**src/hdl/opdec_pkg.sv**
```systemverilog
// Summary of operation
// - F6/F7 op 101 is signed multiply
// - 011010s1 modrm imm is immediate signed multiply
// - F6/F7 op 111 is signed divide
// - D4 0A is adjust after product, 19
// - D5 0A is adjust before quotient, 15
// - 98 sign extends byte, 2 cycles
// - 99 sign extends word to pair, 4
// - D0/D1 modrm is shift by one
// - C0/C1 modrm count shifts, 5/17 plus n
// - AND OR XOR reg forms, 3/10
// - 84/85 test reg with modrm, 3/10
// - F6/F7 op 000 test immediate, 4/10
// - A8/A9 test accumulator immediate, 3/4
`default_nettype none
package opdec_pkg;
    typedef enum logic [4:0] {
        OP_NONE                       = 5'h00,
        OP_SIGNED_MULTIPLY            = 5'h01,
        OP_SIGNED_MULTIPLY_IMM        = 5'h02,
        OP_UNSIGNED_DIVIDE            = 5'h03,
        OP_SIGNED_QUOTIENT            = 5'h04,
        OP_BCD_ADJUST_AFTER_PRODUCT   = 5'h05,
        OP_BCD_ADJUST_BEFORE_QUOTIENT = 5'h06,
        OP_SIGN_EXTEND_BYTE           = 5'h07,
        OP_SIGN_EXTEND_WORD_TO_PAIR   = 5'h08,
        OP_SHIFT_BY_ONE               = 5'h09,
        OP_SHIFT_BY_COUNT             = 5'h0a,
        OP_AND                        = 5'h0b,
        OP_OR                         = 5'h0c,
        OP_XOR                        = 5'h0d,
        OP_TEST                       = 5'h0e,
        OP_INVERT                     = 5'h0f,
        OP_ILLEGAL                    = 5'h1f
    } op_t;

    typedef enum logic [2:0] {
        rotate_left                = 3'h0,
        rotate_right               = 3'h1,
        rotate_through_carry_left  = 3'h2,
        rotate_through_carry_right = 3'h3,
        shift_left                 = 3'h4,
        logical_shift_right        = 3'h5,
        shift_reserved             = 3'h6,
        arithmetic_shift_right     = 3'h7
    } shift_op_field_t;

    typedef enum logic [2:0] {
        ST_OPCODE = 3'h0,
        ST_MODRM  = 3'h1,
        ST_IMM_LO = 3'h2,
        ST_IMM_HI = 3'h3,
        ST_COUNT  = 3'h4,
        ST_BASE   = 3'h5
    } state_t;

    typedef struct packed {
        op_t             op;
        logic            word;
        logic            reg_is_dest;
        logic            writes_result;
        logic            is_memory;
        shift_op_field_t shift_op_field;
        logic [2:0]      reg_field;
        logic [2:0]      rm_field;
        logic [15:0]     immediate;
        logic [7:0]      cycles_min;
        logic [7:0]      cycles_max;
    } decoded_t;

    localparam logic [7:0] BCD_BASE_BYTE = 8'h0a;
    localparam logic [2:0] GRP3_TEST     = 3'h0;
    localparam logic [2:0] GRP3_INVERT   = 3'h2;
    localparam logic [2:0] GRP3_SMUL     = 3'h5;
    localparam logic [2:0] GRP3_UDIV     = 3'h6;
    localparam logic [2:0] GRP3_SDIV     = 3'h7;
    localparam logic [2:0] GRP1_AND      = 3'h4;
    localparam logic [2:0] GRP1_OR       = 3'h1;
    localparam logic [2:0] GRP1_XOR      = 3'h6;
    localparam logic [1:0] MOD_REGISTER  = 2'h3;
    // Cycle figures
    localparam logic [7:0] CYC_SMUL_RB_MIN  = 8'd25;
    localparam logic [7:0] CYC_SMUL_RB_MAX  = 8'd28;
    localparam logic [7:0] CYC_SMUL_RW_MIN  = 8'd34;
    localparam logic [7:0] CYC_SMUL_RW_MAX  = 8'd37;
    localparam logic [7:0] CYC_SMUL_MB_MIN  = 8'd31;
    localparam logic [7:0] CYC_SMUL_MB_MAX  = 8'd34;
    localparam logic [7:0] CYC_SMUL_MW_MIN  = 8'd40;
    localparam logic [7:0] CYC_SMUL_MW_MAX  = 8'd43;
    localparam logic [7:0] CYC_SMULI_R_MIN  = 8'd22;
    localparam logic [7:0] CYC_SMULI_R_MAX  = 8'd25;
    localparam logic [7:0] CYC_SMULI_M_MIN  = 8'd29;
    localparam logic [7:0] CYC_SMULI_M_MAX  = 8'd32;
    localparam logic [7:0] CYC_UDIV_RB      = 8'd29;
    localparam logic [7:0] CYC_UDIV_RW      = 8'd38;
    localparam logic [7:0] CYC_UDIV_MB      = 8'd35;
    localparam logic [7:0] CYC_UDIV_MW      = 8'd44;
    localparam logic [7:0] CYC_SDIV_RB_MIN  = 8'd44;
    localparam logic [7:0] CYC_SDIV_RB_MAX  = 8'd52;
    localparam logic [7:0] CYC_SDIV_RW_MIN  = 8'd53;
    localparam logic [7:0] CYC_SDIV_RW_MAX  = 8'd61;
    localparam logic [7:0] CYC_SDIV_MB_MIN  = 8'd50;
    localparam logic [7:0] CYC_SDIV_MB_MAX  = 8'd58;
    localparam logic [7:0] CYC_SDIV_MW_MIN  = 8'd59;
    localparam logic [7:0] CYC_SDIV_MW_MAX  = 8'd67;
    localparam logic [7:0] CYC_BCD_PRODUCT  = 8'd19;
    localparam logic [7:0] CYC_BCD_QUOTIENT = 8'd15;
    localparam logic [7:0] CYC_SEXT_BYTE    = 8'd2;
    localparam logic [7:0] CYC_SEXT_WORD    = 8'd4;
    localparam logic [7:0] CYC_SHIFT1_REG   = 8'd2;
    localparam logic [7:0] CYC_SHIFT1_MEM   = 8'd15;
    localparam logic [7:0] CYC_SHIFTN_REG   = 8'd5;
    localparam logic [7:0] CYC_SHIFTN_MEM   = 8'd17;
    localparam logic [7:0] CYC_LOGIC_REG    = 8'd3;
    localparam logic [7:0] CYC_LOGIC_MEM    = 8'd10;
    localparam logic [7:0] CYC_LOGIC_IMM_M  = 8'd16;
    localparam logic [7:0] CYC_TEST_IMM_REG = 8'd4;
    localparam logic [7:0] CYC_ACC_BYTE     = 8'd3;
    localparam logic [7:0] CYC_ACC_WORD     = 8'd4;
    localparam logic [7:0] CYC_ILLEGAL      = 8'd0;
endpackage
`default_nettype wire

```
**src/hdl/muldiv_logic_opcode_decode.sv**
```systemverilog
`default_nettype none
module muldiv_logic_opcode_decode (
    // Clock and reset
    input  wire logic                 i_clk,
    input  wire logic                 i_arst_n,
    input  wire logic                 i_ce,
    // Instruction byte stream
    input  wire logic                 i_byte_valid,
    input  wire logic [7:0]           i_byte,
    // Decoded instruction
    output logic                      o_dec_valid,
    output opdec_pkg::decoded_t       o_dec
);
    opdec_pkg::state_t   state_reg, state_next;
    opdec_pkg::decoded_t cur_reg, cur_next;
    opdec_pkg::decoded_t out_reg, out_next;
    logic                out_valid_reg, out_valid_next;
    logic                imm_word_reg, imm_word_next;
    logic                need_imm_reg, need_imm_next;
    logic [7:0]          opc_reg, opc_next;

    function automatic logic [7:0] pick(input logic c, input logic [7:0] a, input logic [7:0] b);
        pick = c ? a : b;
    endfunction

    // Sets op and cycle window once the ModRM byte is known
    function automatic opdec_pkg::decoded_t modrm_fill(input opdec_pkg::decoded_t d, input logic [7:0] opc,
                                                      input logic [7:0] m);
        opdec_pkg::decoded_t r;
        logic mem;
        logic [7:0] c;
        r = d;
        mem = (m[7:6] != opdec_pkg::MOD_REGISTER);
        r.is_memory = mem;
        r.reg_field = m[5:3];
        r.rm_field = m[2:0];
        r.shift_op_field = opdec_pkg::shift_op_field_t'(m[5:3]);
        c = opdec_pkg::CYC_ILLEGAL;
        if (opc[7:1] == 7'b1111011) begin
            case (m[5:3])
                opdec_pkg::GRP3_TEST: begin
                    r.op = opdec_pkg::OP_TEST;
                    r.writes_result = 1'b0;
                    c = pick(mem, opdec_pkg::CYC_LOGIC_MEM, opdec_pkg::CYC_TEST_IMM_REG);
                end
                opdec_pkg::GRP3_INVERT: begin
                    r.op = opdec_pkg::OP_INVERT;
                    c = pick(mem, opdec_pkg::CYC_LOGIC_MEM, opdec_pkg::CYC_LOGIC_REG);
                end
                opdec_pkg::GRP3_SMUL: begin
                    r.op = opdec_pkg::OP_SIGNED_MULTIPLY;
                    c = mem ? pick(d.word, opdec_pkg::CYC_SMUL_MW_MIN, opdec_pkg::CYC_SMUL_MB_MIN)
                            : pick(d.word, opdec_pkg::CYC_SMUL_RW_MIN, opdec_pkg::CYC_SMUL_RB_MIN);
                    r.cycles_max = mem ? pick(d.word, opdec_pkg::CYC_SMUL_MW_MAX, opdec_pkg::CYC_SMUL_MB_MAX)
                                       : pick(d.word, opdec_pkg::CYC_SMUL_RW_MAX, opdec_pkg::CYC_SMUL_RB_MAX);
                end
                opdec_pkg::GRP3_UDIV: begin
                    r.op = opdec_pkg::OP_UNSIGNED_DIVIDE;
                    c = mem ? pick(d.word, opdec_pkg::CYC_UDIV_MW, opdec_pkg::CYC_UDIV_MB)
                            : pick(d.word, opdec_pkg::CYC_UDIV_RW, opdec_pkg::CYC_UDIV_RB);
                end
                opdec_pkg::GRP3_SDIV: begin
                    r.op = opdec_pkg::OP_SIGNED_QUOTIENT;
                    c = mem ? pick(d.word, opdec_pkg::CYC_SDIV_MW_MIN, opdec_pkg::CYC_SDIV_MB_MIN)
                            : pick(d.word, opdec_pkg::CYC_SDIV_RW_MIN, opdec_pkg::CYC_SDIV_RB_MIN);
                    r.cycles_max = mem ? pick(d.word, opdec_pkg::CYC_SDIV_MW_MAX, opdec_pkg::CYC_SDIV_MB_MAX)
                                       : pick(d.word, opdec_pkg::CYC_SDIV_RW_MAX, opdec_pkg::CYC_SDIV_RB_MAX);
                end
                default: r.op = opdec_pkg::OP_ILLEGAL;
            endcase
        end else if (opc[7:2] == 6'b100000) begin
            case (m[5:3])
                opdec_pkg::GRP1_AND: r.op = opdec_pkg::OP_AND;
                opdec_pkg::GRP1_OR:  r.op = opdec_pkg::OP_OR;
                opdec_pkg::GRP1_XOR: r.op = opdec_pkg::OP_XOR;
                default:             r.op = opdec_pkg::OP_ILLEGAL;
            endcase
            c = pick(mem, opdec_pkg::CYC_LOGIC_IMM_M, opdec_pkg::CYC_TEST_IMM_REG);
        end else if (opc[7:1] == 7'b1101000) begin
            r.op = opdec_pkg::OP_SHIFT_BY_ONE;
            c = pick(mem, opdec_pkg::CYC_SHIFT1_MEM, opdec_pkg::CYC_SHIFT1_REG);
        end else if (opc[7:1] == 7'b1100000) begin
            r.op = opdec_pkg::OP_SHIFT_BY_COUNT;
            c = pick(mem, opdec_pkg::CYC_SHIFTN_MEM, opdec_pkg::CYC_SHIFTN_REG);
        end else if (opc[7:2] == 6'b011010 && opc[0]) begin
            c = pick(mem, opdec_pkg::CYC_SMULI_M_MIN, opdec_pkg::CYC_SMULI_R_MIN);
            r.cycles_max = pick(mem, opdec_pkg::CYC_SMULI_M_MAX, opdec_pkg::CYC_SMULI_R_MAX);
        end else begin
            c = pick(mem, opdec_pkg::CYC_LOGIC_MEM, opdec_pkg::CYC_LOGIC_REG);
        end
        if (opc[7:1] == 7'b1101000 || opc[7:1] == 7'b1100000) begin
            if (m[5:3] == 3'h6) r.op = opdec_pkg::OP_ILLEGAL;
        end
        r.cycles_min = c;
        if (r.op != opdec_pkg::OP_SIGNED_MULTIPLY && r.op != opdec_pkg::OP_SIGNED_QUOTIENT &&
            r.op != opdec_pkg::OP_SIGNED_MULTIPLY_IMM) r.cycles_max = c;
        modrm_fill = r;
    endfunction

    always_comb begin
        opdec_pkg::decoded_t d;
        d = cur_reg;
        state_next = state_reg;
        cur_next = cur_reg;
        out_next = out_reg;
        out_valid_next = 1'b0;
        imm_word_next = imm_word_reg;
        need_imm_next = need_imm_reg;
        opc_next = opc_reg;
        if (i_byte_valid) begin
            case (state_reg)
                opdec_pkg::ST_OPCODE: begin
                    d = '0;
                    d.op = opdec_pkg::OP_ILLEGAL;
                    d.word = i_byte[0];
                    d.reg_is_dest = i_byte[1];
                    d.writes_result = 1'b1;
                    opc_next = i_byte;
                    need_imm_next = 1'b0;
                    imm_word_next = i_byte[0];
                    state_next = opdec_pkg::ST_MODRM;
                    if (i_byte[7:1] == 7'b1111011 || i_byte[7:1] == 7'b1101000 || i_byte[7:1] == 7'b1100000) begin
                        need_imm_next = (i_byte[7:1] == 7'b1100000);
                        imm_word_next = 1'b0;
                        d.reg_is_dest = 1'b0;
                    end else if (i_byte[7:2] == 6'b011010 && i_byte[0]) begin
                        d.op = opdec_pkg::OP_SIGNED_MULTIPLY_IMM;
                        d.word = 1'b1;
                        d.reg_is_dest = 1'b1;
                        need_imm_next = 1'b1;
                        imm_word_next = ~i_byte[1];
                    end else if (i_byte[7:2] == 6'b100000) begin
                        need_imm_next = 1'b1;
                        imm_word_next = i_byte[1:0] == 2'b01;
                        d.reg_is_dest = 1'b0;
                    end else if (i_byte[7:2] == 6'b001000) begin
                        d.op = opdec_pkg::OP_AND;
                    end else if (i_byte[7:2] == 6'b000010) begin
                        d.op = opdec_pkg::OP_OR;
                    end else if (i_byte[7:2] == 6'b001100) begin
                        d.op = opdec_pkg::OP_XOR;
                    end else if (i_byte[7:1] == 7'b1000010) begin
                        d.op = opdec_pkg::OP_TEST;
                        d.writes_result = 1'b0;
                    end else if (i_byte[7:1] == 7'b0010010 || i_byte[7:1] == 7'b0000110 ||
                                 i_byte[7:1] == 7'b0011010 || i_byte[7:1] == 7'b1010100) begin
                        case (i_byte[7:4])
                            4'h2:    d.op = i_byte[4] ? opdec_pkg::OP_XOR : opdec_pkg::OP_AND;
                            4'h3:    d.op = opdec_pkg::OP_XOR;
                            4'h0:    d.op = opdec_pkg::OP_OR;
                            default: begin
                                d.op = opdec_pkg::OP_TEST;
                                d.writes_result = 1'b0;
                            end
                        endcase
                        d.cycles_min = pick(i_byte[0], opdec_pkg::CYC_ACC_WORD, opdec_pkg::CYC_ACC_BYTE);
                        d.cycles_max = d.cycles_min;
                        state_next = opdec_pkg::ST_IMM_LO;
                    end else if (i_byte[7:1] == 7'b1101010) begin
                        d.op = i_byte[0] ? opdec_pkg::OP_BCD_ADJUST_BEFORE_QUOTIENT
                                         : opdec_pkg::OP_BCD_ADJUST_AFTER_PRODUCT;
                        d.cycles_min = pick(i_byte[0], opdec_pkg::CYC_BCD_QUOTIENT,
                                            opdec_pkg::CYC_BCD_PRODUCT);
                        d.cycles_max = d.cycles_min;
                        state_next = opdec_pkg::ST_BASE;
                    end else if (i_byte[7:1] == 7'b1001100) begin
                        d.op = i_byte[0] ? opdec_pkg::OP_SIGN_EXTEND_WORD_TO_PAIR
                                         : opdec_pkg::OP_SIGN_EXTEND_BYTE;
                        d.cycles_min = pick(i_byte[0], opdec_pkg::CYC_SEXT_WORD, opdec_pkg::CYC_SEXT_BYTE);
                        d.cycles_max = d.cycles_min;
                        out_next = d;
                        out_valid_next = 1'b1;
                        state_next = opdec_pkg::ST_OPCODE;
                    end else begin
                        out_next = d;
                        out_valid_next = 1'b1;
                        state_next = opdec_pkg::ST_OPCODE;
                    end
                    cur_next = d;
                end
                opdec_pkg::ST_MODRM: begin
                    d = modrm_fill(cur_reg, opc_reg, i_byte);
                    if (opc_reg[7:1] == 7'b1111011 && i_byte[5:3] == opdec_pkg::GRP3_TEST)
                        need_imm_next = 1'b1;
                    if (opc_reg[7:1] == 7'b1111011 && i_byte[5:3] == opdec_pkg::GRP3_TEST)
                        imm_word_next = cur_reg.word;
                    cur_next = d;
                    if (need_imm_next || (opc_reg[7:1] == 7'b1111011 && i_byte[5:3] == opdec_pkg::GRP3_TEST)) begin
                        state_next = opdec_pkg::ST_IMM_LO;
                    end else begin
                        out_next = d;
                        out_valid_next = 1'b1;
                        state_next = opdec_pkg::ST_OPCODE;
                    end
                end
                opdec_pkg::ST_IMM_LO: begin
                    d.immediate = {{8{i_byte[7]}}, i_byte};
                    if (cur_reg.op == opdec_pkg::OP_SHIFT_BY_COUNT) begin
                        d.immediate = {8'h00, i_byte};
                        d.cycles_min = 8'(cur_reg.cycles_min + i_byte);
                        d.cycles_max = d.cycles_min;
                    end
                    cur_next = d;
                    if (imm_word_reg) begin
                        state_next = opdec_pkg::ST_IMM_HI;
                    end else begin
                        out_next = d;
                        out_valid_next = 1'b1;
                        state_next = opdec_pkg::ST_OPCODE;
                    end
                end
                opdec_pkg::ST_IMM_HI: begin
                    d.immediate[15:8] = i_byte;
                    cur_next = d;
                    out_next = d;
                    out_valid_next = 1'b1;
                    state_next = opdec_pkg::ST_OPCODE;
                end
                opdec_pkg::ST_BASE: begin
                    if (i_byte != opdec_pkg::BCD_BASE_BYTE) d.op = opdec_pkg::OP_ILLEGAL;
                    out_next = d;
                    out_valid_next = 1'b1;
                    state_next = opdec_pkg::ST_OPCODE;
                end
                default: state_next = opdec_pkg::ST_OPCODE;
            endcase
        end
    end

    always_ff @(posedge i_clk or negedge i_arst_n) begin
        if (!i_arst_n) begin
            state_reg     <= opdec_pkg::ST_OPCODE;
            cur_reg       <= '0;
            out_reg       <= '0;
            out_valid_reg <= 1'b0;
            imm_word_reg  <= 1'b0;
            need_imm_reg  <= 1'b0;
            opc_reg       <= 8'h00;
        end else if (i_ce) begin
            state_reg     <= state_next;
            cur_reg       <= cur_next;
            out_reg       <= out_next;
            out_valid_reg <= out_valid_next;
            imm_word_reg  <= imm_word_next;
            need_imm_reg  <= need_imm_next;
            opc_reg       <= opc_next;
        end
    end

    assign o_dec_valid = out_valid_reg;
    assign o_dec       = out_reg;

    AST_SEXT_BYTE: assert property (@(posedge i_clk) disable iff (!i_arst_n)
        (i_ce && i_byte_valid && state_reg == opdec_pkg::ST_OPCODE && i_byte == 8'h98) |=>
        (o_dec_valid && o_dec.op == opdec_pkg::OP_SIGN_EXTEND_BYTE && o_dec.cycles_min == 8'd2))
        else $error("sign extend byte decode wrong");
    AST_SEXT_WORD: assert property (@(posedge i_clk) disable iff (!i_arst_n)
        (i_ce && i_byte_valid && state_reg == opdec_pkg::ST_OPCODE && i_byte == 8'h99) |=>
        (o_dec_valid && o_dec.cycles_min == 8'd4))
        else $error("sign extend word decode wrong");
    AST_TEST_NO_WRITE: assert property (@(posedge i_clk) disable iff (!i_arst_n)
        (o_dec_valid && o_dec.op == opdec_pkg::OP_TEST) |-> !o_dec.writes_result)
        else $error("test writes a result");
    AST_SMUL_RANGE: assert property (@(posedge i_clk) disable iff (!i_arst_n)
        (o_dec_valid && o_dec.op == opdec_pkg::OP_SIGNED_MULTIPLY && !o_dec.is_memory && !o_dec.word)
        |-> o_dec.cycles_min == 8'd25)
        else $error("signed multiply byte cycles wrong");
    AST_SDIV_RANGE: assert property (@(posedge i_clk) disable iff (!i_arst_n)
        (o_dec_valid && o_dec.op == opdec_pkg::OP_SIGNED_QUOTIENT && o_dec.is_memory && o_dec.word)
        |-> o_dec.cycles_min == 8'd59)
        else $error("signed divide memory word cycles wrong");
    AST_UDIV_RB: assert property (@(posedge i_clk) disable iff (!i_arst_n)
        (o_dec_valid && o_dec.op == opdec_pkg::OP_UNSIGNED_DIVIDE && !o_dec.is_memory && !o_dec.word)
        |-> o_dec.cycles_min == 8'd29)
        else $error("unsigned divide byte cycles wrong");
    AST_LOGIC_MEM: assert property (@(posedge i_clk) disable iff (!i_arst_n)
        (o_dec_valid && o_dec.op == opdec_pkg::OP_INVERT) |-> o_dec.cycles_min == (o_dec.is_memory ? 8'd10 : 8'd3))
        else $error("invert cycles wrong");
    AST_BCD_PRODUCT: assert property (@(posedge i_clk) disable iff (!i_arst_n)
        (o_dec_valid && o_dec.op == opdec_pkg::OP_BCD_ADJUST_AFTER_PRODUCT) |-> o_dec.cycles_min == 8'd19)
        else $error("adjust after product cycles wrong");
    AST_LOGIC_WRITES: assert property (@(posedge i_clk) disable iff (!i_arst_n)
        (o_dec_valid && (o_dec.op == opdec_pkg::OP_AND || o_dec.op == opdec_pkg::OP_OR ||
                         o_dec.op == opdec_pkg::OP_XOR)) |-> o_dec.writes_result)
        else $error("logic op drops its result");
endmodule
`default_nettype wire

```
**config.mk**
```make
export PLATFORM = sky130hd
export DESIGN_NAME = muldiv_logic_opcode_decode
export DESIGN_NICKNAME = d
export VERILOG_FILES = /design/src/hdl/opdec_pkg.sv /design/src/hdl/muldiv_logic_opcode_decode.sv
export SDC_FILE = /design/constraint.sdc
export NUM_CORES = 1
export LEC_CHECK = 0
export ABC_CLOCK_PERIOD_IN_PS = 2650
export BUFFER_PORTS_ARGS = -buffer_cell sky130_fd_sc_hd__buf_2
export CORE_MARGIN = 2
export CORE_UTILIZATION = 30
export CTS_CLUSTER_SIZE = 16
export DETAILED_ROUTE_END_ITERATION = 10
export MAX_ROUTING_LAYER = met4
export PLACE_DENSITY = 0.45
export SYNTH_ARGS = -nofsm -noshare
export SYNTH_HDL_FRONTEND = slang
export SYNTH_SLANG_ARGS = --single-unit
```
**constraint.sdc**
```tcl
create_clock -name i_clk -period 2.65 [get_ports i_clk]
set_clock_uncertainty 0.05 [all_clocks]
set_input_delay 0.1325 -clock i_clk [delete_from_list [all_inputs] [get_ports i_clk]]
set_output_delay 0.1325 -clock i_clk [all_outputs]
set_load 0.03 [all_outputs]
```
==> metrics.txt <==
DRC errors left=0; GP Congestion=0.913; CTS buffer count=9; post-DR wirelength/cell=19.9 um; die height=157 um; switching power=4.56 mW; final hold slack=0.110 ns; Crit path top cell by count=buf_6; Synth area leaders=dfrtp_1 38%, nand2_1 8.1%, o21ai_0 5.9%; CTS tree=built; final WL=27.1 mm; Nets=1,070; unrepaired setup endpoints after global routing=yes; CTS root buffer=clkbuf_16; crit-path cells=buf_6 -> nor3b_4 -> buf_4 -> a21boi_2 -> o31a_4 -> a211oi_4 -> mux2i_4 -> a21o_4 -> buf_6 -> mux2i_2 -> o211ai_1; CP startpoint kind=register; Synth top area share=0.385; Avg Synthesized Cell Area=8.11 um^2; area grow syn2layout=34.4%; Setup crit end kind=register; status=finished with violations; Combinational Power Share=0.559; critical path's slowest cell=dfrtp_1; number of nets still failing antenna checks after routing=0; violated checks=negative setup slack; Post-Synthesis Cells=866; CTS Sinks=108; initial antenna violation count=0; first-pass GRT wire length=41.4 mm; cell family with most CP delay=compound AO/OA/AOI/OAI gates; share of cells above drive strength 1=0.316; row cnt=55; Buf+Inv Stages, Crit Path=3; vias after detailed routing=7,127; Die Wd=157 um; I/O Buffers=62; post-synth cell types=84; Slew @ Worst Pin=0.582 ns; Post-synth top flop=dfrtp_1; Final Hold Viols=0; Seq pwr share=0.293; LEAKAGE=4.19 nW; pwr/cell area=1040 mW/mm^2; vias in the first global route=6,767; yosys warns=0; H-tree lvl count=3; sequential area share after synthesis=0.385; asr flop ratio synth=1.00; maximum clock frequency=362 MHz; diode count=0; switch share=0.465; clock buffer depth=2; largest net degree at the start of global routing=50; CP arrival=2.94 ns; Clock Power Share=0.147; period utilization=1.04; Req. time, crit path=2.83 ns; Rel. slew slack=0.609; grt ovf=0; Place WS=-0.370 ns; Final Critical Period=2.76 ns; Max Slew Vio Count=0; IO Pins=63; Int Pwr=5.26 mW; fill cell count=2,376; flip-flop and latch area=0.00271 mm^2; Tightest Hold Check Type=in -> reg; Max IR drop VDD=0.000385 V; Synth Cell Area=0.00702 mm^2; EDFF count, synth=0; Tot GR Track Use=0.229; First-pass DRT Iterations=5; initial core utilization=0.308; flop2flop setup slack=-0.11 ns; crit path max fanout=5; area taken by multi-input logic gates=0.00426 mm^2; clock latency on the worst-skew pair=0.37 ns; setup TNS=-0.822 ns; initial DRC count=558; syn nets=893; DP Wirelength=20.1 mm; vias per std cell=5.24; Max Cap Viol=0; Yosys reg bits=108; Setup WS post-layout=-0.110 ns; CP Class=reg -> reg; setup violators final=14; Yosys top cell by area=dfrtp_1; Reg clk slew, reported paths=0.09 ns; Core ar.=0.0228 mm^2; delay of the slowest critical-path stage=0.42 ns; Die ar.=0.0247 mm^2
-- layer usage --
layer / GRT usage / share of wire
met1: 0.336 / 0.50
met2: 0.335 / 0.43
met3: 0.0322 / 0.047
met4: 0.0472 / 0.017
met5: - / 0
-- layout by cell type (no fill, tap or decap), types with 13 or more instances in the layout --
cell type,n
nand2_1,150
a31oi_1,17
o21ai_0,79
dfrtp_1,103
buf_2,61
ha_1,14
mux2_2,13
nor2_1,90
buf_4,157
a21oi_1,54
inv_1,15
nand2b_1,14
-- worst reg2reg max path, stage by stage, from the launching register on --
cell and delay, ns:
dfrtp_1 0.42, buf_6 0.14, nor3b_4 0.30, buf_4 0.19, a21boi_2 0.05, o31a_4 0.37
a211oi_4 0.25, mux2i_4 0.13, a21o_4 0.29, buf_6 0.13, mux2i_2 0.20, o211ai_1 0.11
-- synthesized netlist by cell type, drive strengths merged, types with 11 or more instances --
master	n
mux2	14
a21oi	57
nand3	12
o31ai	12
o21ai	84
a211oi	16
inv	15
clkbuf	47
a31oi	21
nor2b	11
nor2	94
ha	14
nand2	151
buf	22
nand2b	14
dfrtp	108
nor3	13
-- through the flow --
step	cell area (um^2)	cells	util	power [mW]
after global placement	8650	1325	0.380	7.82
after detailed placement	8650	1325	0.380	7.84
final	9440	1361	0.415	9.82
after CTS	9120	1350	0.401	9.50
after global routing	9440	1361	0.415	10.5
after floorplan	7020	866	-	5.89
-- power by group through the flow --
stage	Clock, mW	Sequential (mW)	Combinational (mW)
floorplan	0	3.43	2.47
global placement	0	2.88	4.93
detailed placement	0	2.89	4.95
CTS	1.49	2.86	5.15
global route	1.56	2.99	5.98
finish	1.44	2.88	5.50
-- path summary, 6_finish.rpt --
path,startpoint,endpoint,depth (start not counted)
setup / recovery,opc_reg[5],cur_reg[0],11
hold / removal,i_byte[2],opc_reg[2],3
setup reg to reg,opc_reg[5],cur_reg[0],11
hold reg to reg,o_dec[49],o_dec[49],2
max in group asynchronous,i_arst_n,cur_reg[11],3
min in group asynchronous,i_arst_n,o_dec[38],2
-- layout make-up --
type                            count  area share
Multi-Input combinational cell    674       0.451
Sequential cell                   108       0.287
Timing Repair Buffer              234       0.182
Tap cell                          313      0.0415
Clock buffer                       10      0.0253
Clock inverter                      6     0.00663
Inverter                           16     0.00636
-- timing repair --
action	4_1_cts	5_1_grt
hold buffers	2	0
resized for setup	24	54
pin swaps	13	16
endpoints found under the setup margin	36	55
cloned	1	0
endpoints found under the hold margin	41	0
setup buffers	6	12
-- logic make-up (layout without fill, tap and decap cells) --
kind of cell,Yosys count,in the layout,synth area share
and+or+nand+nor,351,351,0.231
AOI/OAI and AO/OA,277,278,0.259
DFF,108,108,0.385
buffers and inverters,85,266,0.0526
muxes,23,23,0.0358
adders and majority gates,15,15,0.0278
xor gates and xnor gates,7,7,0.00873
(Power assumes the default switching activity.)
